`src/verilog/chp_regs.svh`:
```
/*
  constants of the capacity hold positioner: scales, bands, timing.
  assumes a 10 MHz core clock; included by bare name.
*/
`ifndef CHP_REGS_SVH
`define CHP_REGS_SVH
// positions and targets are in tenths of a percent of full scale
`define CHP_POS_FS        10'h03e8
`define CHP_POS_HALF      10'h01f4
`define CHP_DEADBAND      10'h0004
`define CHP_PROP_BAND     10'h0064
// hold input: 12-bit code, 0 = 4 mA, 4095 = 20 mA, mid code = 12 mA
`define CHP_HOLD_MID      12'h0800
`define CHP_HOLD_GAIN     22'h00_03e9
// control block register range that direct control locks
`define CHP_CTL_BLK_LO    16'h9e34
`define CHP_CTL_BLK_HI    16'h9e41
// timing: figures in their own units, cycles derived from the clock
`define CHP_CLK_PERIOD_NS 100
`define CHP_TICK_US       1000000
`define CHP_SLICES        100
`define CHP_RAMP_STEP_US  20000
`define CHP_SLICE_CYC     \
  (`CHP_TICK_US * 1000 / `CHP_CLK_PERIOD_NS / `CHP_SLICES)
`define CHP_RAMP_CYC      (`CHP_RAMP_STEP_US * 1000 / `CHP_CLK_PERIOD_NS)
`endif

```
`src/verilog/chp_pkg.sv`:
```
/*
  types of the capacity hold positioner.
  assumes chp_regs.svh for all numeric constants.
*/
`default_nettype none
package chp_pkg;
  // actuator arrangement selected on the panel
  typedef enum logic [1:0] {
    CHP_SLIDE_ONLY,
    CHP_NO_SLIDE,
    CHP_COMBINED
  } chp_mode_t;
  // band in which the latest error fell
  typedef enum logic [1:0] {
    CHP_BAND_DEAD,
    CHP_BAND_PROP,
    CHP_BAND_FULL
  } chp_band_t;
endpackage
`default_nettype wire

```
`src/verilog/chp_chan_if.sv`:
```
/*
  one actuator channel between the control top and a positioner.
  assumes both ends run on core_clk.
*/
`timescale 1ns/10ps
`default_nettype none
interface chp_chan_if;
  logic [9:0] target;
  logic [9:0] position;
  logic       enable;
  logic       tick;
  logic       slice;
  logic       drive_up;
  logic       drive_down;
  modport ctl (output target, position, enable, tick, slice,
               input drive_up, drive_down);
  modport pos (input target, position, enable, tick, slice,
               output drive_up, drive_down);
endinterface
`default_nettype wire

```
`src/verilog/chp_top.sv`:
```
/*
  capacity hold positioner and remote start qualification.
  assumes a 10 MHz core_clk; analog codes and the start contact arrive
  from outside the clock domain, panel status comes from core_clk logic.
*/
// Overview of operation
// - an error under 0.4 percent of full scale leaves the actuator off.
// - an error from deadband to 10 percent energizes for a proportional time.
// - an error above 10 percent drives continuously until it drops back.
// - with a slide the hold is a slide position; without, speed equals it.
// - combined mode maps 4-12 mA to slide 0-100 and 12-20 mA to speed min-max.
// - in combined mode speed rises only once the slide is at full travel.
// - capacity changes at fixed rates, slide and speed rates being different.
// - ready-to-start needs stopped, remote, no inhibit, no recycle, no trip.
// - while ready, closing the remote start contact starts the compressor.
// - the remote start contact is honoured only in remote mode.
// - under direct control network writes to the control block are refused.
// - outside combined mode 4 mA means 0 and 20 mA means 100 percent.
`timescale 1ns/10ps
`default_nettype none
`include "chp_regs.svh"
module chp_top
#(
  parameter int SLICE_CYC = `CHP_SLICE_CYC,
  parameter int RAMP_CYC  = `CHP_RAMP_CYC
)
(
  // clock and reset
  input  wire logic        core_clk,
  input  wire logic        rst,
  // configuration and panel status
  input  wire logic [1:0]  mode,
  input  wire logic        remote_mode,
  input  wire logic        direct_io,
  input  wire logic        running,
  input  wire logic        start_inhibit,
  input  wire logic        anti_recycle,
  input  wire logic        trip,
  // pins from outside the clock domain
  input  wire logic [11:0] hold_code,
  input  wire logic [9:0]  slide_pos_in,
  input  wire logic        remote_start_in,
  // network write qualification
  input  wire logic        net_wr_en,
  input  wire logic [15:0] net_wr_addr,
  output var  logic        net_wr_ok,
  output var  logic        net_wr_reject,
  // actuators and remote handshake
  output var  logic        slide_inc,
  output var  logic        slide_dec,
  output var  logic [9:0]  speed_cmd,
  output var  logic        ready_to_start,
  output var  logic        start_req,
  output var  logic        stop_req
);
  localparam int SLW = $clog2(SLICE_CYC + 1);
  localparam int RPW = $clog2(RAMP_CYC + 1);

  chp_chan_if slide_ch ();
  chp_chan_if speed_ch ();

  logic [11:0] hold_meta;
  logic [11:0] hold_s;
  logic [9:0]  slide_meta;
  logic [9:0]  slide_s;
  logic        start_meta;
  logic        start_s;
  logic        start_prev;
  logic [SLW-1:0] slice_cnt;
  logic [6:0]     slice_idx;
  logic [RPW-1:0] ramp_cnt;
  logic           slice_en;
  logic           tick_en;
  logic           ramp_en;

  // two-stage synchronisers for every pin input
  always_ff @(posedge core_clk)
  begin
    if (rst)
    begin
      hold_meta  <= '0;
      hold_s     <= '0;
      slide_meta <= '0;
      slide_s    <= '0;
      start_meta <= 1'b0;
      start_s    <= 1'b0;
      start_prev <= 1'b0;
    end
    else
    begin
      hold_meta  <= hold_code;
      hold_s     <= hold_meta;
      slide_meta <= slide_pos_in;
      slide_s    <= slide_meta;
      start_meta <= remote_start_in;
      start_s    <= start_meta;
      start_prev <= start_s;
    end
  end

  // dividers: slice enable, control tick every slices-per-tick, speed ramp
  assign slice_en = (slice_cnt == SLW'(SLICE_CYC - 1));
  assign tick_en  = slice_en && (slice_idx == 7'(`CHP_SLICES - 1));
  assign ramp_en  = (ramp_cnt == RPW'(RAMP_CYC - 1));

  always_ff @(posedge core_clk)
  begin
    if (rst)
    begin
      slice_cnt <= '0;
      slice_idx <= '0;
      ramp_cnt  <= '0;
    end
    else
    begin
      slice_cnt <= slice_en ? '0 : slice_cnt + SLW'(1);
      if (slice_en)
        slice_idx <= tick_en ? '0 : slice_idx + 7'd1;
      ramp_cnt  <= ramp_en ? '0 : ramp_cnt + RPW'(1);
    end
  end

  // hold scaling: code * 1001 / 4096 maps 4..20 mA onto 0..1000
  logic [21:0] hold_prod;
  logic [9:0]  hold_pct;
  logic        hold_upper;
  logic [9:0]  comb_slide_tgt;
  logic [9:0]  comb_speed_tgt;
  logic        is_no_slide;
  logic        is_combined;
  logic        slide_full;
  logic [9:0]  speed_tgt_raw;

  assign hold_prod  = 22'(hold_s) * `CHP_HOLD_GAIN;
  assign hold_pct   = hold_prod[21:12];
  assign hold_upper = (hold_s >= `CHP_HOLD_MID);
  // lower half doubles onto slide travel, upper half onto speed
  assign comb_slide_tgt = hold_upper ? `CHP_POS_FS
                        : 10'(hold_pct << 1);
  assign comb_speed_tgt = hold_upper ? 10'((hold_pct - `CHP_POS_HALF) << 1)
                        : 10'h000;
  assign is_no_slide = (mode == 2'(chp_pkg::CHP_NO_SLIDE));
  assign is_combined = (mode == 2'(chp_pkg::CHP_COMBINED));
  assign slide_full  = (slide_s >= `CHP_POS_FS - `CHP_DEADBAND);
  assign speed_tgt_raw = is_combined ? comb_speed_tgt : hold_pct;

  // channel hookup; in combined mode speed may only be lowered until the slide is full
  assign slide_ch.target   = is_combined ? comb_slide_tgt : hold_pct;
  assign slide_ch.position = slide_s;
  assign slide_ch.enable   = !is_no_slide;
  assign slide_ch.tick     = tick_en;
  assign slide_ch.slice    = slice_en;
  assign speed_ch.target   = (is_combined && !slide_full
                              && speed_tgt_raw > speed_cmd)
                           ? speed_cmd : speed_tgt_raw;
  assign speed_ch.position = speed_cmd;
  assign speed_ch.enable   = is_no_slide || is_combined;
  assign speed_ch.tick     = tick_en;
  assign speed_ch.slice    = slice_en;

  chp_positioner u_slide
  (
    .core_clk (core_clk),
    .rst      (rst),
    .ch       (slide_ch)
  );

  chp_positioner u_speed
  (
    .core_clk (core_clk),
    .rst      (rst),
    .ch       (speed_ch)
  );

  // speed command steps one count per ramp enable while energized; the
  // slide moves at its actuator's own rate, so the two profiles differ
  logic speed_up_ok;
  logic speed_dn_ok;
  assign speed_up_ok = speed_ch.drive_up && speed_cmd < `CHP_POS_FS
                       && (!is_combined || slide_full);
  assign speed_dn_ok = speed_ch.drive_down && speed_cmd != 10'h000;

  always_ff @(posedge core_clk)
  begin
    if (rst)
    begin
      speed_cmd <= '0;
      slide_inc <= 1'b0;
      slide_dec <= 1'b0;
    end
    else
    begin
      if (ramp_en && speed_up_ok)
        speed_cmd <= speed_cmd + 10'd1;
      else if (ramp_en && speed_dn_ok)
        speed_cmd <= speed_cmd - 10'd1;
      slide_inc <= slide_ch.drive_up && !is_no_slide;
      slide_dec <= slide_ch.drive_down && !is_no_slide;
    end
  end

  // start qualification; the contact is dead outside remote mode
  logic ready_cond;
  logic start_close;
  logic start_open;
  logic in_ctl_blk;
  assign ready_cond  = !running && remote_mode && !start_inhibit
                       && !anti_recycle && !trip;
  assign start_close = start_s && !start_prev && remote_mode;
  assign start_open  = !start_s && start_prev && remote_mode;
  assign in_ctl_blk  = (net_wr_addr >= `CHP_CTL_BLK_LO)
                       && (net_wr_addr <= `CHP_CTL_BLK_HI);

  always_ff @(posedge core_clk)
  begin
    if (rst)
    begin
      ready_to_start <= 1'b0;
      start_req      <= 1'b0;
      stop_req       <= 1'b0;
      net_wr_ok      <= 1'b0;
      net_wr_reject  <= 1'b0;
    end
    else
    begin
      ready_to_start <= ready_cond;
      start_req      <= start_close && ready_to_start;
      stop_req       <= start_open && running;
      net_wr_ok      <= net_wr_en && !(direct_io && in_ctl_blk);
      net_wr_reject  <= net_wr_en && direct_io && in_ctl_blk;
    end
  end
endmodule
`default_nettype wire

```
`src/verilog/chp_positioner.sv`:
```
/*
  deadband / proportional / continuous positioner for one actuator.
  assumes tick and slice are one-cycle enables, slices per tick fixed.
*/
`timescale 1ns/10ps
`default_nettype none
`include "chp_regs.svh"
module chp_positioner
(
  // clock and reset
  input wire logic core_clk,
  input wire logic rst,
  // channel
  chp_chan_if.pos  ch
);
  logic signed [10:0] err;
  logic        [9:0]  mag;
  logic               err_up;
  chp_pkg::chp_band_t band;
  logic        [9:0]  on_left;
  logic        [9:0]  next_on_left;
  logic               dir_up;
  logic               next_dir_up;

  // error and its band, re-evaluated at every tick
  assign err    = $signed({1'b0, ch.target}) - $signed({1'b0, ch.position});
  assign err_up = !err[10];
  assign mag    = err[10] ? 10'(-err) : err[9:0];
  assign band   = (mag < `CHP_DEADBAND)  ? chp_pkg::CHP_BAND_DEAD :
                  (mag < `CHP_PROP_BAND) ? chp_pkg::CHP_BAND_PROP :
                                           chp_pkg::CHP_BAND_FULL;

  // on-time in slices: none in the deadband, error size in the proportional band,
  // whole tick above it so that a large error keeps the actuator energized
  always_comb
  begin
    next_on_left = on_left;
    next_dir_up  = dir_up;
    if (!ch.enable)
      next_on_left = '0;
    else if (ch.tick)
    begin
      next_dir_up = err_up;
      case (band)
        chp_pkg::CHP_BAND_DEAD: next_on_left = '0;
        chp_pkg::CHP_BAND_PROP: next_on_left = mag;
        chp_pkg::CHP_BAND_FULL: next_on_left = 10'(`CHP_SLICES);
        default:                next_on_left = '0;
      endcase
    end
    else if (ch.slice && on_left != '0)
      next_on_left = on_left - 10'd1;
  end

  // registered drive outputs follow the remaining on-time
  always_ff @(posedge core_clk)
  begin
    if (rst)
    begin
      on_left       <= '0;
      dir_up        <= 1'b0;
      ch.drive_up   <= 1'b0;
      ch.drive_down <= 1'b0;
    end
    else
    begin
      on_left       <= next_on_left;
      dir_up        <= next_dir_up;
      ch.drive_up   <= (next_on_left != '0) && next_dir_up;
      ch.drive_down <= (next_on_left != '0) && !next_dir_up;
    end
  end
endmodule
`default_nettype wire

```
`config.mk`:
```
export PLATFORM = sky130hd
export DESIGN_NAME = chp_top
export DESIGN_NICKNAME = d
export VERILOG_FILES = /design/src/verilog/chp_pkg.sv /design/src/verilog/chp_chan_if.sv /design/src/verilog/chp_top.sv /design/src/verilog/chp_positioner.sv
export VERILOG_INCLUDE_DIRS = /design/src /design/src/verilog
export SDC_FILE = /design/constraint.sdc
export NUM_CORES = 1
export LEC_CHECK = 0
export BUFFER_PORTS_ARGS = -buffer_cell sky130_fd_sc_hd__buf_2
export CORE_MARGIN = 2
export CORE_UTILIZATION = 61
export CTS_CLUSTER_DIAMETER = 30
export DETAILED_ROUTE_END_ITERATION = 6
export GPL_ROUTABILITY_DRIVEN = 0
export GPL_TIMING_DRIVEN = 0
export HOLD_SLACK_MARGIN = 0.08
export PLACE_DENSITY_LB_ADDON = 0.1
export SLEW_MARGIN = 20
export SYNTH_ARGS = -nofsm -noshare
export SYNTH_HDL_FRONTEND = slang
export SYNTH_SLANG_ARGS = --single-unit
```
`constraint.sdc`:
```
create_clock -name core_clk -period 10.7 [get_ports core_clk]
set_input_delay 1.605 -clock core_clk [delete_from_list [all_inputs] [get_ports core_clk]]
set_output_delay 1.605 -clock core_clk [all_outputs]
set_load 0.01 [all_outputs]
```
==> flow_summary_export.csv <==
group,metric,value,unit
timing,hold_viol_final,0,
placed_design,portBuffers,64,
layout,area_growth,13.2,%
floorplan,io_pins,67,
setup_path,crit_required,10.99,ns
yosys,yosysMostFrequentCell,"nor2_1",
setup_path,cp.arrival,10.52,ns
global_route,grt_first_pass_wirelength,39.0,mm
yosys,synth.area.top_cells,"dfxtp_1 25%, ha_1 14%, fa_1 8.6%",
flow_run,cap_violations,0,
outcome,status,"finished, final reports clean",
yosys,synthFlopType,"dfxtp_1",
placed_design,hpwlAfterDp,17.7,mm
floorplan,rows,47,
layout,fill_cells,1300,
clock_tree,clock-sinks,132,
timing,max_slew_margin,45.1,%
yosys,syn-cell-area,10500,um^2
floorplan,start_util,62.6,%
setup_path,worstSetupPathType,"flip-flop to flip-flop",
global_route,grt_max_degree,17,
yosys,synth_common_cells,"138 x nor2_1, 132 x dfxtp_1, 119 x ha_1",
yosys,yosys_warnings,0,
timing,setup_viol,0,
layout,drive_gt1_share,12.4,%
timing,tightestPinTransition,0.818,ns
setup_path,critPathSlowestCell,"fa_1",
setup_path,worst_path_largest_cell_delay,0.54,ns
placed_design,dp_cells,1488,
yosys,synth_largest_area_cell,"dfxtp_1",
layout,regArea,2650,um^2
routing,vias_per_cell,5.69,
floorplan,design.die.area,18200,um^2
routing,wl_per_cell,15.2,um
floorplan,core,16700,um^2
yosys,synth_top_cell_area_share,25.3,%
routing,vias,8679,
clock_tree,root_buffer,"clkbuf_16",
setup_path,cp-start-kind,"flip-flop",
pwr,pwr_density_cell,196,nW/um^2
yosys,ys_async_sr_fraction,0,%
clock_tree,clk_latency,0.42,ns
setup_path,critPathMaxFanout,8,
clock_tree,htree_levels,4,
routing,drtAntennaViolNets,0,
yosys,syn_area_per_cell,8.69,um^2
yosys,synth_edf_count,0,
global_route,grt_pass1_vias,8365,
timing,hold_ws,0.420,ns
pwr,ir_drop,238,uV
worst_hold_path,min_path_type,"flip-flop to flip-flop",
timing,fin_crit_sh,95.6,%
setup_path,end_kind,"flip-flop",
layout,multi_input_area,7390,um^2
yosys,synthCells,1204,
routing,drc,0,
timing,slew_violations,0,
clock_tree,cts_tree,"yes",
floorplan,die_y,135,um
layout,final_cells,1525,
routing,drtIter0Drc,443,
pwr,total_power,0.00232,W
yosys,synth.distinct_cells,82,
yosys,ys_seq_elements,132,
routing,drt_pass1_iterations,5,
global_route,grt.total_usage,26.4,%
pwr,p_leak,5.18,nW
routing,finalWirelength,23.1,mm
setup_path,crit_top_cell,"fa_1",
clock_tree,clk_pin_slew_worst_paths,0.06,ns
floorplan,die_w,135,um
clock_tree,cts_buffer_depth,2,
global_route,grt-ovfl-total,0,
clock_tree,cts_buffers,17,
global_route,antenna_found_initial,0,
yosys,syn_nets,1418,
timing,max_freq,0.0977,GHz
timing,skew,0.00877,ns
yosys,synth.yosys.seq_area_share,25.3,%
layout,layout.nets,1506,
layout,antenna_cells,0,
timing,fin_crit,10.23,ns
==> final timing paths <==
path	slack (ns)	cells after the start	startpoint	end
setup reg to reg	0.47	41	hold_s[3]	u_speed.ch.drive_down
hold / removal	0.42	1	start_prev	start_req
setup / recovery	0.47	41	hold_s[3]	u_speed.ch.drive_down
hold reg to reg	0.42	1	start_prev	start_req
==> timing repair <==
| action | 4_1_cts | 5_1_grt |
|---|---|---|
| hold buffers | 0 | 0 |
| endpoints found under the setup margin | 4 | 9 |
| setup buffers | 2 | 4 |
| pin swaps | 1 | 6 |
| resized for setup | 0 | 33 |
==> worst max-delay path, delay by kind of cell (launching register included) <==
family,cells,cell delay (ns)
AOI/OAI and AO/OA,11,1.91
xor gates and xnor gates,3,0.60
adders and majority gates,10,4.08
buffers and inverters,5,0.49
DFF,1,0.38
and+or+nand+nor,12,2.63
==> cell usage in the layout (no fill, tap or decap), types with 6 or more instances in the layout <==
cell type,Yosys,final
buf_2,4,67
nand3_1,30,30
nor2_1,138,135
xnor2_1,49,48
o21a_1,9,9
buf_4,1,7
nor3b_1,9,8
or3_1,15,15
and3_1,12,12
inv_1,113,113
mux2_2,9,9
mux2i_1,10,10
o211ai_1,7,7
and2_1,8,8
nand2_1,50,50
and4_1,6,6
fa_1,45,45
o22ai_1,12,11
clkbuf_1,26,26
nor4_1,13,12
nor2b_1,53,53
a21o_1,13,13
a211oi_1,11,7
a21oi_1,57,56
dfxtp_1,132,127
nor3_1,28,28
nand3b_1,9,9
ha_1,119,118
o21ai_0,20,19
nand2b_1,16,16
or4_1,8,8
xor2_1,49,47
nand4_1,16,16
clkbuf_16,0,17
==> logic make-up after synthesis <==
| logic type | after synthesis | synth area share, % |
|---|---|---|
| xor gates and xnor gates | 100 | 8.52 |
| and+or+nand+nor | 439 | 22.3 |
| AOI/OAI and AO/OA | 204 | 13.8 |
| muxes | 19 | 1.93 |
| buffers and inverters | 146 | 5.32 |
| adders and majority gates | 164 | 22.8 |
| DFF | 132 | 25.3 |
==> metal layers <==
metal / GRT usage [%] / routed length (um) / vias up
met5: 0 / 0 / -
met1: 35.3 / 10900 / 4081
met2: 44.9 / 10900 / 182
met3: 4.35 / 933 / 30
li1: - / - / 4386
met4: 6.42 / 348 / 0
==> layout make-up <==
type | count | share of cell area (%)
multi-input cells | 926 | 62.4
clock buffers | 22 | 4.09
well taps | 220 | 2.32
clock inverters | 10 | 1.02
flip-flops and latches | 132 | 22.4
inverters | 113 | 3.58
plain buffers | 32 | 1.11
repair buffers | 70 | 3.09
==> where the power goes <==
| part | internal, W | total (W) | switching [W] | leakage, nW |
|---|---|---|---|---|
| sequential | 0.000502 | 0.000511 | 0.00000837 | 1.08 |
| combinational | 0.000489 | 0.00121 | 0.000726 | 3.82 |
| clock | 0.000369 | 0.000591 | 0.000222 | 0.285 |
| total | 0.00136 | 0.00232 | 0.000956 | 5.18 |
==> through the flow <==
step	util [%]	worst slack, ns	area, um^2	setup TNS [ns]
finish	70.9	0.469	11800	0
CTS	69.9	0.0193	11700	0
global route	70.9	-0.0734	11800	-0.124
floorplan	-	0.930	10500	0
detailed placement	66.2	-0.342	11100	-0.851
global placement	66.2	-0.272	11100	-0.596
==> registers in the layout (all words and copies together), names as in the netlist, 7 cells and up <==
name,count
ramp_cnt,18
slide_meta,10
hold_s,12
u_speed.on_left,10
slice_idx,7
u_slide.on_left,10
hold_meta,12
slice_cnt,17
slide_ch.position,10
speed_cmd,10
(Power assumes the default switching activity.)
